==> src/design/verdict_consts.svh <==
// constants for the handler pass/fail signalling block
// assumes a 50 MHz system clock and a plain register port
//
// Functional notes
// [RULE1] verdict line polarity selectable, negative default
// [RULE2] instrument preset leaves handler settings unchanged
// [RULE3] strobe follows settled verdict line
// [RULE4] immediate mode: fail shown at once
// [RULE5] pass-default rests pass until sweep end
// [RULE6] fail-default rests fail until sweep end
// [RULE7] ready for measurement returns line to rest
// [RULE8] all-checks policy: every check must pass
// [RULE9] every-trace policy: unchecked trace means fail
// [RULE10] scope picks channel or global report point
// [RULE11] scope ignored in immediate mode
// [RULE12] readout valid only after all sweeps done
// [RULE13] readout shows none while busy or unchecked
// [RULE14] handler reset command restores all defaults; irq mask and status keep their values
// [RULE15] sweep done line low on chosen event
// [RULE16] all handler lines driven from registers
`ifndef VERDICT_CONSTS_SVH
`define VERDICT_CONSTS_SVH

// ****************************************************************
// register offsets
// ****************************************************************
`define OFS_CONFIG     8'h00
`define OFS_COMMAND    8'h04
`define OFS_STATUS     8'h08
`define OFS_IRQ_STAT   8'h0c
`define OFS_IRQ_MASK   8'h10

// ****************************************************************
// config field positions
// ****************************************************************
`define CFG_POL_BIT    0
`define CFG_MODE_LO    1
`define CFG_MODE_HI    2
`define CFG_POLICY_BIT 3
`define CFG_SCOPE_BIT  4
`define CFG_SWEEP_LO   5
`define CFG_SWEEP_HI   6

// defaults: negative polarity, immediate, all checks, global, global
`define CFG_DEFAULT    7'h50
`define CMD_RESET_BIT  0

// irq bits: verdict update, sweep done
`define IRQ_VERDICT    0
`define IRQ_SWEEP      1
`define IRQ_W          2

`endif

==> src/design/verdict_pkg.sv <==
// types for the handler pass/fail signalling block
// assumes verdict_consts.svh for numeric values
package verdict_pkg;
  typedef enum logic [1:0] {mode_immediate, mode_pass_default, mode_fail_default} verdict_mode_t;
  typedef enum logic [1:0] {sweep_each, sweep_channel, sweep_global} sweep_event_t;
  typedef enum logic [1:0] {readout_none, readout_pass, readout_fail} readout_t;

  // measurement events from the sweep controller
  typedef struct packed {
    logic sweep_done;
    logic channel_done;
    logic all_done;
    logic ready_for_meas;
    logic check_fail;
    logic check_pass;
    logic trace_unchecked;
    logic any_check;
  } meas_events_t;

  // configuration fields
  typedef struct packed {
    sweep_event_t  sweep_done_event_setting;
    logic          verdict_scope_setting;  // 1 = global
    logic          verdict_policy_setting; // 1 = every trace checked
    verdict_mode_t verdict_mode_setting;
    logic          verdict_polarity_setting; // 1 = positive
  } cfg_t;
endpackage

==> src/design/handler_pass_fail.sv <==
// handler pass/fail verdict, strobe and sweep-done line driver
// assumes meas events are single-cycle pulses on clk
`timescale 1ns/1ps
`include "verdict_consts.svh"

module handler_pass_fail
  import verdict_pkg::*;
(
  // clock and reset
  input  wire logic         clk,
  input  wire logic         srst,
  // register port
  input  wire logic [7:0]   addr,
  input  wire logic [31:0]  wdata,
  input  wire logic         wr,
  input  wire logic         rd,
  output logic      [31:0]  rdata,
  // measurement events
  input  wire meas_events_t ev,
  // handler lines
  output logic              pass_fail_line,
  output logic              pass_fail_strobe,
  output logic              sweep_done_n,
  output logic              irq
);

  // ****************************************************************
  // configuration
  // ****************************************************************
  cfg_t       cfg_r;
  logic       cmd_reset;
  logic [1:0] irq_stat_r;
  logic [1:0] irq_mask_r;

  // ****************************************************************
  // address decode
  // ****************************************************************
  // one write strobe hitting one register offset
  function automatic logic wr_hit(input logic       strobe,
                                  input logic [7:0] a,
                                  input logic [7:0] ofs);
    return strobe && (a == ofs);
  endfunction

  logic wr_cfg;
  logic wr_cmd;
  logic wr_istat;
  logic wr_imask;

  // write decode per register, shared by the processes below
  assign wr_cfg   = wr_hit(wr, addr, `OFS_CONFIG);
  assign wr_cmd   = wr_hit(wr, addr, `OFS_COMMAND);
  assign wr_istat = wr_hit(wr, addr, `OFS_IRQ_STAT);
  assign wr_imask = wr_hit(wr, addr, `OFS_IRQ_MASK);

  // handler reset command: only bit zero of the command word acts [RULE14]
  assign cmd_reset = wr_cmd && wdata[`CMD_RESET_BIT];

  // ****************************************************************
  // configuration next value
  // ****************************************************************
  // unused mode code falls back to immediate reporting
  function automatic verdict_mode_t clamp_mode(input logic [1:0] code);
    return (code == 2'h3) ? mode_immediate : verdict_mode_t'(code);
  endfunction

  // unused sweep event code falls back to global completion
  function automatic sweep_event_t clamp_sweep(input logic [1:0] code);
    return (code == 2'h3) ? sweep_global : sweep_event_t'(code);
  endfunction

  cfg_t cfg_nxt;

  // field by field update from a config write, codes clamped
  always_comb begin
    cfg_nxt = cfg_r;
    if (wr_cfg) begin
      cfg_nxt.verdict_polarity_setting = wdata[`CFG_POL_BIT];
      cfg_nxt.verdict_mode_setting     = clamp_mode(wdata[`CFG_MODE_HI:`CFG_MODE_LO]);
      cfg_nxt.verdict_policy_setting   = wdata[`CFG_POLICY_BIT];
      cfg_nxt.verdict_scope_setting    = wdata[`CFG_SCOPE_BIT];
      cfg_nxt.sweep_done_event_setting = clamp_sweep(wdata[`CFG_SWEEP_HI:`CFG_SWEEP_LO]);
    end
  end

  // settings kept apart from instrument preset; only srst or the handler reset command restore [RULE2] [RULE14]
  always_ff @(posedge clk) begin
    if (srst || cmd_reset)
      cfg_r <= cfg_t'(`CFG_DEFAULT);
    else
      cfg_r <= cfg_nxt;
  end

  // ****************************************************************
  // global verdict accumulation
  // ****************************************************************
  logic fail_seen_r;
  logic unchecked_r;
  logic any_check_r;
  logic busy_r;
  logic verdict_fail;
  logic report_evt;
  readout_t readout_r;

  // failure collected per measurement, cleared on ready for measurement
  always_ff @(posedge clk) begin
    if (srst || cmd_reset || ev.ready_for_meas) begin
      fail_seen_r <= 1'b0;
      unchecked_r <= 1'b0;
      any_check_r <= 1'b0;
    end else begin
      if (ev.check_fail)
        fail_seen_r <= 1'b1;
      if (ev.trace_unchecked)
        unchecked_r <= 1'b1;
      if (ev.any_check || ev.check_fail || ev.check_pass)
        any_check_r <= 1'b1;
    end
  end

  // all-checks looks only at failures; every-trace also fails unchecked traces [RULE8] [RULE9]
  assign verdict_fail = fail_seen_r || ev.check_fail ||
                        (cfg_r.verdict_policy_setting && (unchecked_r || ev.trace_unchecked));

  // scope chooses report point; unused in immediate mode [RULE10] [RULE11]
  assign report_evt = cfg_r.verdict_scope_setting ? ev.all_done : ev.channel_done;

  // busy between ready and completion of all sweeps
  always_ff @(posedge clk) begin
    if (srst || cmd_reset)
      busy_r <= 1'b0;
    else if (ev.all_done)
      busy_r <= 1'b0;
    else if (ev.ready_for_meas)
      busy_r <= 1'b1;
  end

  // readout valid after all sweeps, none while busy or unchecked [RULE12] [RULE13]
  always_ff @(posedge clk) begin
    if (srst || cmd_reset || ev.ready_for_meas)
      readout_r <= readout_none;
    else if (ev.all_done)
      readout_r <= !(any_check_r || ev.any_check || ev.check_fail || ev.check_pass) ? readout_none :
                   verdict_fail ? readout_fail : readout_pass;
  end

  // ****************************************************************
  // verdict line and strobe
  // ****************************************************************
  logic fail_lvl_r;   // logical verdict, 1 = fail
  logic rest_fail;
  logic upd_r;

  assign rest_fail = cfg_r.verdict_mode_setting == mode_fail_default;

  logic fail_lvl_nxt;
  logic upd_nxt;

  // logical fail level by mode; upd_nxt marks a reported verdict [RULE4] [RULE5] [RULE6] [RULE7]
  always_comb begin
    fail_lvl_nxt = fail_lvl_r;
    upd_nxt      = 1'b0;
    unique case (cfg_r.verdict_mode_setting)
      mode_immediate: begin
        if (ev.ready_for_meas) begin
          fail_lvl_nxt = 1'b0;
        end else if (verdict_fail && !fail_lvl_r) begin
          fail_lvl_nxt = 1'b1; // [RULE4]
          upd_nxt      = 1'b1;
        end else if (ev.all_done) begin
          upd_nxt = 1'b1;
        end
      end
      default: begin
        if (ev.ready_for_meas) begin
          fail_lvl_nxt = rest_fail; // [RULE7]
        end else if (report_evt) begin
          fail_lvl_nxt = verdict_fail; // [RULE5] [RULE6]
          upd_nxt      = 1'b1;
        end
      end
    endcase
  end

  // level and update marker registered together
  always_ff @(posedge clk) begin
    if (srst || cmd_reset) begin
      fail_lvl_r <= 1'b0;
      upd_r      <= 1'b0;
    end else begin
      fail_lvl_r <= fail_lvl_nxt;
      upd_r      <= upd_nxt;
    end
  end

  // polarity applied at the registered pin: positive high = pass [RULE1] [RULE16]
  always_ff @(posedge clk) begin
    if (srst)
      pass_fail_line <= 1'b0;
    else
      pass_fail_line <= cfg_r.verdict_polarity_setting ? !fail_lvl_r : fail_lvl_r;
  end

  // strobe one cycle after the line has changed [RULE3] [RULE16]
  logic upd_d_r;
  always_ff @(posedge clk) begin
    if (srst) begin
      upd_d_r          <= 1'b0;
      pass_fail_strobe <= 1'b0;
    end else begin
      upd_d_r          <= upd_r;
      pass_fail_strobe <= upd_d_r;
    end
  end

  // ****************************************************************
  // sweep done line
  // ****************************************************************
  logic sweep_evt;
  always_comb begin
    unique case (cfg_r.sweep_done_event_setting)
      sweep_each:    sweep_evt = ev.sweep_done;
      sweep_channel: sweep_evt = ev.channel_done;
      default:       sweep_evt = ev.all_done;
    endcase
  end

  // active low, low after event until next measurement [RULE15] [RULE16]
  always_ff @(posedge clk) begin
    if (srst || cmd_reset)
      sweep_done_n <= 1'b1;
    else if (sweep_evt)
      sweep_done_n <= 1'b0;
    else if (ev.ready_for_meas)
      sweep_done_n <= 1'b1;
  end

  // ****************************************************************
  // interrupts
  // ****************************************************************
  logic [1:0] irq_set;
  assign irq_set = {sweep_evt, upd_r};

  logic [1:0] irq_stat_nxt;

  // sticky status, write one clears, a set in the same cycle wins
  always_comb begin
    irq_stat_nxt = irq_stat_r;
    if (wr_istat)
      irq_stat_nxt = irq_stat_r & ~wdata[`IRQ_W-1:0];
    irq_stat_nxt = irq_stat_nxt | irq_set;
  end

  // status and mask registers
  always_ff @(posedge clk) begin
    if (srst) begin
      irq_stat_r <= 2'h0;
      irq_mask_r <= 2'h0;
    end else begin
      irq_stat_r <= irq_stat_nxt;
      if (wr_imask)
        irq_mask_r <= wdata[`IRQ_W-1:0];
    end
  end

  always_ff @(posedge clk) begin
    if (srst)
      irq <= 1'b0;
    else
      irq <= |(irq_stat_r & irq_mask_r);
  end

  // ****************************************************************
  // read port
  // ****************************************************************
  // read data one cycle after strobe, zero otherwise and when unmapped
  always_ff @(posedge clk) begin
    if (srst || !rd) begin
      rdata <= 32'h0;
    end else begin
      unique case (addr)
        `OFS_CONFIG:   rdata <= {25'h0, cfg_r};
        `OFS_STATUS:   rdata <= {27'h0, !sweep_done_n, busy_r, fail_lvl_r, readout_r};
        `OFS_IRQ_STAT: rdata <= {30'h0, irq_stat_r};
        `OFS_IRQ_MASK: rdata <= {30'h0, irq_mask_r};
        default:       rdata <= 32'h0;
      endcase
    end
  end

endmodule

==> config.mk <==
export PLATFORM = sky130hd
export DESIGN_NAME = handler_pass_fail
export DESIGN_NICKNAME = d
export VERILOG_FILES = /design/src/design/verdict_pkg.sv /design/src/design/handler_pass_fail.sv
export VERILOG_INCLUDE_DIRS = /design/src /design/src/design
export SDC_FILE = /design/constraint.sdc
export NUM_CORES = 1
export LEC_CHECK = 0
export ABC_AREA = 1
export BUFFER_PORTS_ARGS = -buffer_cell sky130_fd_sc_hd__buf_2
export CAP_MARGIN = 5
export CORE_MARGIN = 1.5
export CORE_UTILIZATION = 44
export DETAILED_ROUTE_END_ITERATION = 7
export PLACE_DENSITY = 0.79
export SYNTH_ARGS = -nofsm -noshare
export SYNTH_HDL_FRONTEND = slang
export SYNTH_SLANG_ARGS = --single-unit
==> constraint.sdc <==
create_clock -name clk -period 1.5 [get_ports clk]
set_input_delay 0.3 -clock clk [delete_from_list [all_inputs] [get_ports clk]]
set_output_delay 0.3 -clock clk [all_outputs]
set_load 0.005 [all_outputs]
# == After elaboration in Yosys (flattened, before gate mapping) ==
# Cells that the tools add are included.
# classes
n_mux,22
n_reduce_logical,29
order_cmp,0
n_eq_ne,9
div,0
n_shift,0
n_bitwise,4
mul,0
add_sub_neg,0
# op_table
cell,n
7-bit one-hot mux with 4 select lines,1
"8-bit by 4-bit == test with 1-bit output, second input constant",2
1-bit two-way mux,15
1-bit logical OR,11
2-bit two-way mux,5
"8-bit by 3-bit == test with 1-bit output, second input constant",1
"8-bit by 5-bit == test with 1-bit output, second input constant",1
8-bit zero test,1
1-bit logical AND,7
"2-bit == test, second input constant",3
2-bit bitwise AND,2
2-bit zero test,2
2-bit OR reduction,2
1-bit zero test,3
"3-bit inequality test, second input constant",1
3-bit nonzero test,1
"2-bit by 1-bit == test with 1-bit output, second input constant",1
2-bit NOT,1
2-bit bitwise OR,1
1-bit one-hot mux with 2 select lines,1
2-bit AND reduction,1
2-bit nonzero test,1
# word_totals
latchBits,0
memories,0
out_inout_bits,36
romBits,0
reg_bits,56
input_bits,52
mem_bits_rw,0
elab_cells,84

# == Depth between registers and ports, before layout ==
# depth
depth_word,7
depth_mapped,8
depth_no_buf,8

# == Worst setup path before layout ==
# Ideal clock, no wire load.
# synth_path
path_type,in2reg
startpoint,input port addr[7]
endpoint,register fail_seen_r
setup_ps,121
t_arrival_ps,1024
n_path_buf,0
cell_stages,8
required_ps,1379
setup_slack_ps,354
path_cell_list,nor2_2 -> nand3_4 -> inv_2 -> nand2_1 -> nand2_4 -> inv_2 -> nand2_2 -> nor2_1
# synth_between
elab_chain_cells,5
# synth_lines
element,line,rtl
from (decl),handler_pass_fail.sv:13,"input wire logic [7:0] addr,"
8-bit by 3-bit == test with 1-bit output,handler_pass_fail.sv:42,return strobe && (a == ofs);
1-bit logical AND,handler_pass_fail.sv:42,
1-bit logical AND,handler_pass_fail.sv:57,assign cmd_reset = wr_cmd && wdata[`CMD_RESET_BIT];
1-bit logical OR (2 in a row),handler_pass_fail.sv:107,if (srst || cmd_reset || ev.ready_for_meas) begin
to (signal assigned),handler_pass_fail.sv:108,fail_seen_r <= 1'b0;
to (signal assigned),handler_pass_fail.sv:113,fail_seen_r <= 1'b1;
to (decl),handler_pass_fail.sv:97,logic fail_seen_r;
# No other way between the ends.
# A chain may end at the register's enable or synchronous reset.

# == Worst setup path after layout ==
# layout_path
startpoint,register unchecked_r
endpoint,register fail_lvl_r
# layout_between
elab_chain_cells,6
elab_cells_between_ends,9
cone_classes,eq/ne (1); mux (3); reduce/logical (5)
# layout_lines
element,line,rtl
from (decl),handler_pass_fail.sv:98,logic unchecked_r;
from (signal assigned),handler_pass_fail.sv:109,unchecked_r <= 1'b0;
from (signal assigned),handler_pass_fail.sv:115,unchecked_r <= 1'b1;
1-bit logical OR (*),handler_pass_fail.sv:123,(cfg_r.verdict_policy_setting && (unchecked_r || ev.trace_unchecked));
1-bit logical AND (*),handler_pass_fail.sv:123,
1-bit logical OR (*),handler_pass_fail.sv:122,assign verdict_fail = fail_seen_r || ev.check_fail ||
1-bit logical AND or 1-bit two-way mux (tied branches),"handler_pass_fail.sv:167, handler_pass_fail.sv:177",
3-bit inequality test (no line) or 1-bit two-way mux (tied branches),n/a,
2-bit AND reduction (no line) or 1-bit two-way mux (tied branches),n/a,
to (signal assigned),handler_pass_fail.sv:191,fail_lvl_r <= fail_lvl_nxt;
to (decl),handler_pass_fail.sv:150,logic fail_lvl_r;
# Mark *: on every way between the ends. The rest lies on a longest branch, timed or not. The select of a mux whose other input is x is not followed.

==> results by group <==
Setup path
  • Required time at the worst-slack endpoint: around 1.7 ns
  • Setup crit end kind: flop
  • Peak fanout along the critical path: 3
  • Reg2reg setup slack: roughly 0.32 ns
  • Category of the most critical setup path: reg2reg
  • Cells on worst reg2reg path: 6
  • Worst reg2reg path endpoint: fail_lvl_r$_SDFFE_PP0P_
  • Launching point of the worst reg2reg path: unchecked_r$_SDFFE_PP0P_
  • Critical path data arrival time: around 1.4 ns
  • Launching instance or port of the critical path: unchecked_r$_SDFFE_PP0P_
  • Critical path destination: fail_lvl_r$_SDFFE_PP0P_
  • Startpoint Class: flop

Placement
  • Routability congestion estimate from global placement: between 0.8 and 0.9
  • Count of buffers from port buffering: 37
  • HPWL after DPL: about 2400 um

Clocking
  • Clock tree root buffer cell: sky130_fd_sc_hd__clkbuf_4
  • Num Clock Sinks: 31
  • CTS Hold Bufs: 0
  • Post-CTS setup buffer count: 0
  • Skew-Pair Late Insertion Delay: around 0.34 ns
  • Post-CTS Resized: 0
  • Clock edge transition at the registers on the reported setup and hold paths: 0.10 ns
  • Number of CTS-inserted buffers: 5
  • CTS tree: done
  • Maximum level of the CTS H-tree: 2
  • Number of buffers on the longest clock path: 2

Global routing
  • Vias in the first global route: ~1200
  • Aggregate global-route resource usage: 0.156
  • Global route total overflow: 0
  • First-pass GRT wire length: about 5000 um
  • Largest net degree at the start of global routing: 12
  • Initial antenna violation count: 0

Floorplanning
  • Height of the chip: 63.5 um
  • Rows: 21
  • Effective utilization at floorplan: 0.472
  • Area of the die: around 4000 sq um
  • Placeable core area: around 3400 sq um
  • Horizontal extent of the die: roughly 64 um
  • Top Ports: 88

Yosys
  • Fraction of synthesized cell area in xor and xnor cells: 0
  • Post-synthesis cell count: about 230
  • Number of enable flip-flop cells after synthesis: 0
  • Number of distinct library cells after synthesis: 23
  • Share of cell area taken by muxes after synthesis: 0
  • Area share of fa/ha/maj cells after synthesis: 0
  • Synthesized area per cell: approximately 7 sq um
  • Simple-gate share of the synthesized area: 0.330
  • Synth Flop Type: sky130_fd_sc_hd__dfxtp_1
  • Netlist area before placement: 1610 sq um
  • Leading area contributor after synthesis: sky130_fd_sc_hd__dfxtp_1
  • Fraction of post-synthesis cell area in the top cell type by area: 0.385
  • Yosys Warn Count: 0
  • Commonest cells post-synth: sky130_fd_sc_hd__nand2_1 (47), sky130_fd_sc_hd__nor2_1 (35), sky130_fd_sc_hd__dfxtp_1 (31)
  • Fraction of the mapped netlist area in compound gates: 0.0885
  • Most repeated cell in the gate-level netlist after synthesis: sky130_fd_sc_hd__nand2_1
  • Proportion of synthesized chip area in sequential cells: 0.385
  • Main combinational cell family by area after synthesis: simple AND/OR/NAND/NOR gates
  • Number of storage elements in the synthesis netlist: 31
  • Top area cells in the synthesized netlist: sky130_fd_sc_hd__dfxtp_1 (39%), sky130_fd_sc_hd__buf_4 (12%), sky130_fd_sc_hd__nand2_1 (11%)
  • Async set or reset register ratio after synthesis: 0

Power and ir drop
  • Portion of total power attributed to combinational logic: 0.100
  • Part of the power in the clock network: 0.388
  • Net load switching power: 0.000412 W
  • Fraction of power spent switching nets: 0.247
  • Lkg Pwr: between 0.9 and 1 nW
  • Power Density: ~910 nW/um^2
  • Internal power consumption: 0.00125 W
  • Fraction of power consumed by sequential logic: 0.512
  • Highest ir drop seen on vdd: 0.443 mV

Flow run
  • MaxCap Viol Count: 0

Timing
  • Final worst path period share: 0.789
  • Min Hold Slack: 0.161 ns
  • Worst Clk Skew: 0.0127 ns
  • RSZ-0062 raised after global routing: no
  • Final critical delay including setup and external delays: 1.18 ns
  • Final hold violations: 0
  • Max Freq: between 800 and 900 MHz
  • Final Setup Violations: 0
  • Aggregate negative setup slack: 0 ns
  • Final max-slew violation count: 0

Drt
  • Detailed-route wire length: about 3000 um
  • DRC violation total after the first TritonRoute iteration: 65
  • Post-detailed-route count of antenna-violating nets: 0
  • Detailed-route via count: ~1400
  • Mean number of vias per cell: between 4 and 5
  • Total iterations of the first detailed-routing run: 4
  • Routed wire length per instance: between 9 and 10 um
  • Number of remaining DRC errors: 0

Finish
  • Final-stage net count: around 320
  • Fraction of final layout cells sized beyond drive strength 1: 0.229
  • Number of antenna cells inserted: 0
  • Area delta synth->final: 14.1%

Min path
  • Class of the most critical hold timing path: in2reg

Run status
  • Result of the run: finished clean
## logic make-up (layout without fill, tap and decap cells)
group | Yosys count | in the layout
compound gates | 27 | 27
buf+inv | 56 | 76
flops | 31 | 31
other cells | 1 | 25
simple gates | 112 | 112
## registers in the layout, summed over array words and instances (netlist names)
| register | cells |
|---|---|
| any_check_r | 1 |
| busy_r | 1 |
| cfg_r | 7 |
| fail_lvl_r | 1 |
| fail_seen_r | 1 |
| irq | 1 |
| irq_mask_r | 2 |
| irq_stat_r | 2 |
| pass_fail_line | 1 |
| pass_fail_strobe | 1 |
| rdata | 7 |
| readout_r | 2 |
| sweep_done_n | 1 |
| unchecked_r | 1 |
| upd_d_r | 1 |
| upd_r | 1 |
## metal layers
| metal | part of all wire | track usage | wire (um) | vias up |
|---|---|---|---|---|
| li1 | - | - | - | 747 |
| met1 | 0.45 | 0.199 | 1350 | 602 |
| met2 | 0.46 | 0.243 | 1370 | 47 |
| met3 | 0.069 | 0.0464 | 207 | 6 |
| met4 | 0.021 | 0.0652 | 64 | 0 |
| met5 | 0 | 0 | 0 | - |
## cell usage in the layout (no fill, tap or decap), drive strengths merged, types with 7 or more instances in the layout
cell,count
nand2,50
buf,38
nor2,38
dfxtp,31
inv,29
conb,25
nand3,16
o21ai,13
a21oi,12
nor3,7
## power by group through the flow
stage	clock network (W)	logic, W	registers [W]
3_3_place_gp	0	0.000162	0.000872
4_1_cts	0.000653	0.000167	0.000854
3_5_place_dp	0	0.000166	0.000872
6_report	0.000646	0.000166	0.000854
5_1_grt	0.000691	0.000189	0.000856
2_1_floorplan	0	0.000147	0.000871
## worst min-delay path by stage
stage	from	endpoint	cells after the start
2_1_floorplan	srst	irq_stat_r[1]$_SDFF_PP0_	1
3_3_place_gp	upd_d_r$_SDFF_PP0_	pass_fail_strobe$_SDFF_PP0_	2
3_5_place_dp	upd_d_r$_SDFF_PP0_	pass_fail_strobe$_SDFF_PP0_	2
4_1_cts	srst	irq_stat_r[1]$_SDFF_PP0_	2
5_1_grt	wdata[4]	cfg_r[4]$_SDFFE_PP1P_	3
6_report	srst	irq_stat_r[1]$_SDFF_PP0_	2
## cell type report
cell class	count	area [sq um]
inverter	30	118
multi-input combinational	164	768
timing repair buffer	38	193
clock buffer	5	37.5
fill	360	1580
tap	46	57.6
sequential	31	621
clock inverter	3	43.8
## through the flow
step                       util  setup WS [ns]  instances  cell area (sq um)  total power (W)
after floorplan               -          0.354        251               1700          0.00102
after global placement    0.514          0.164        309               1760          0.00103
after detailed placement  0.514          0.148        309               1760          0.00104
after CTS                 0.538          0.307        317               1840          0.00167
after global routing      0.538          0.162        317               1840          0.00174
final                     0.538          0.316        317               1840          0.00167
## worst max-delay path, stage by stage, from the launching register on
cell and delay, ns:
sky130_fd_sc_hd__dfxtp_1 0.32, sky130_fd_sc_hd__o21ai_0 0.29, sky130_fd_sc_hd__nand2_1 0.12, sky130_fd_sc_hd__nand2_1 0.09, sky130_fd_sc_hd__nand2_1 0.06, sky130_fd_sc_hd__a21oi_1 0.13, sky130_fd_sc_hd__nor2_1 0.06
Note: power is estimated with default switching activity, not from simulation.
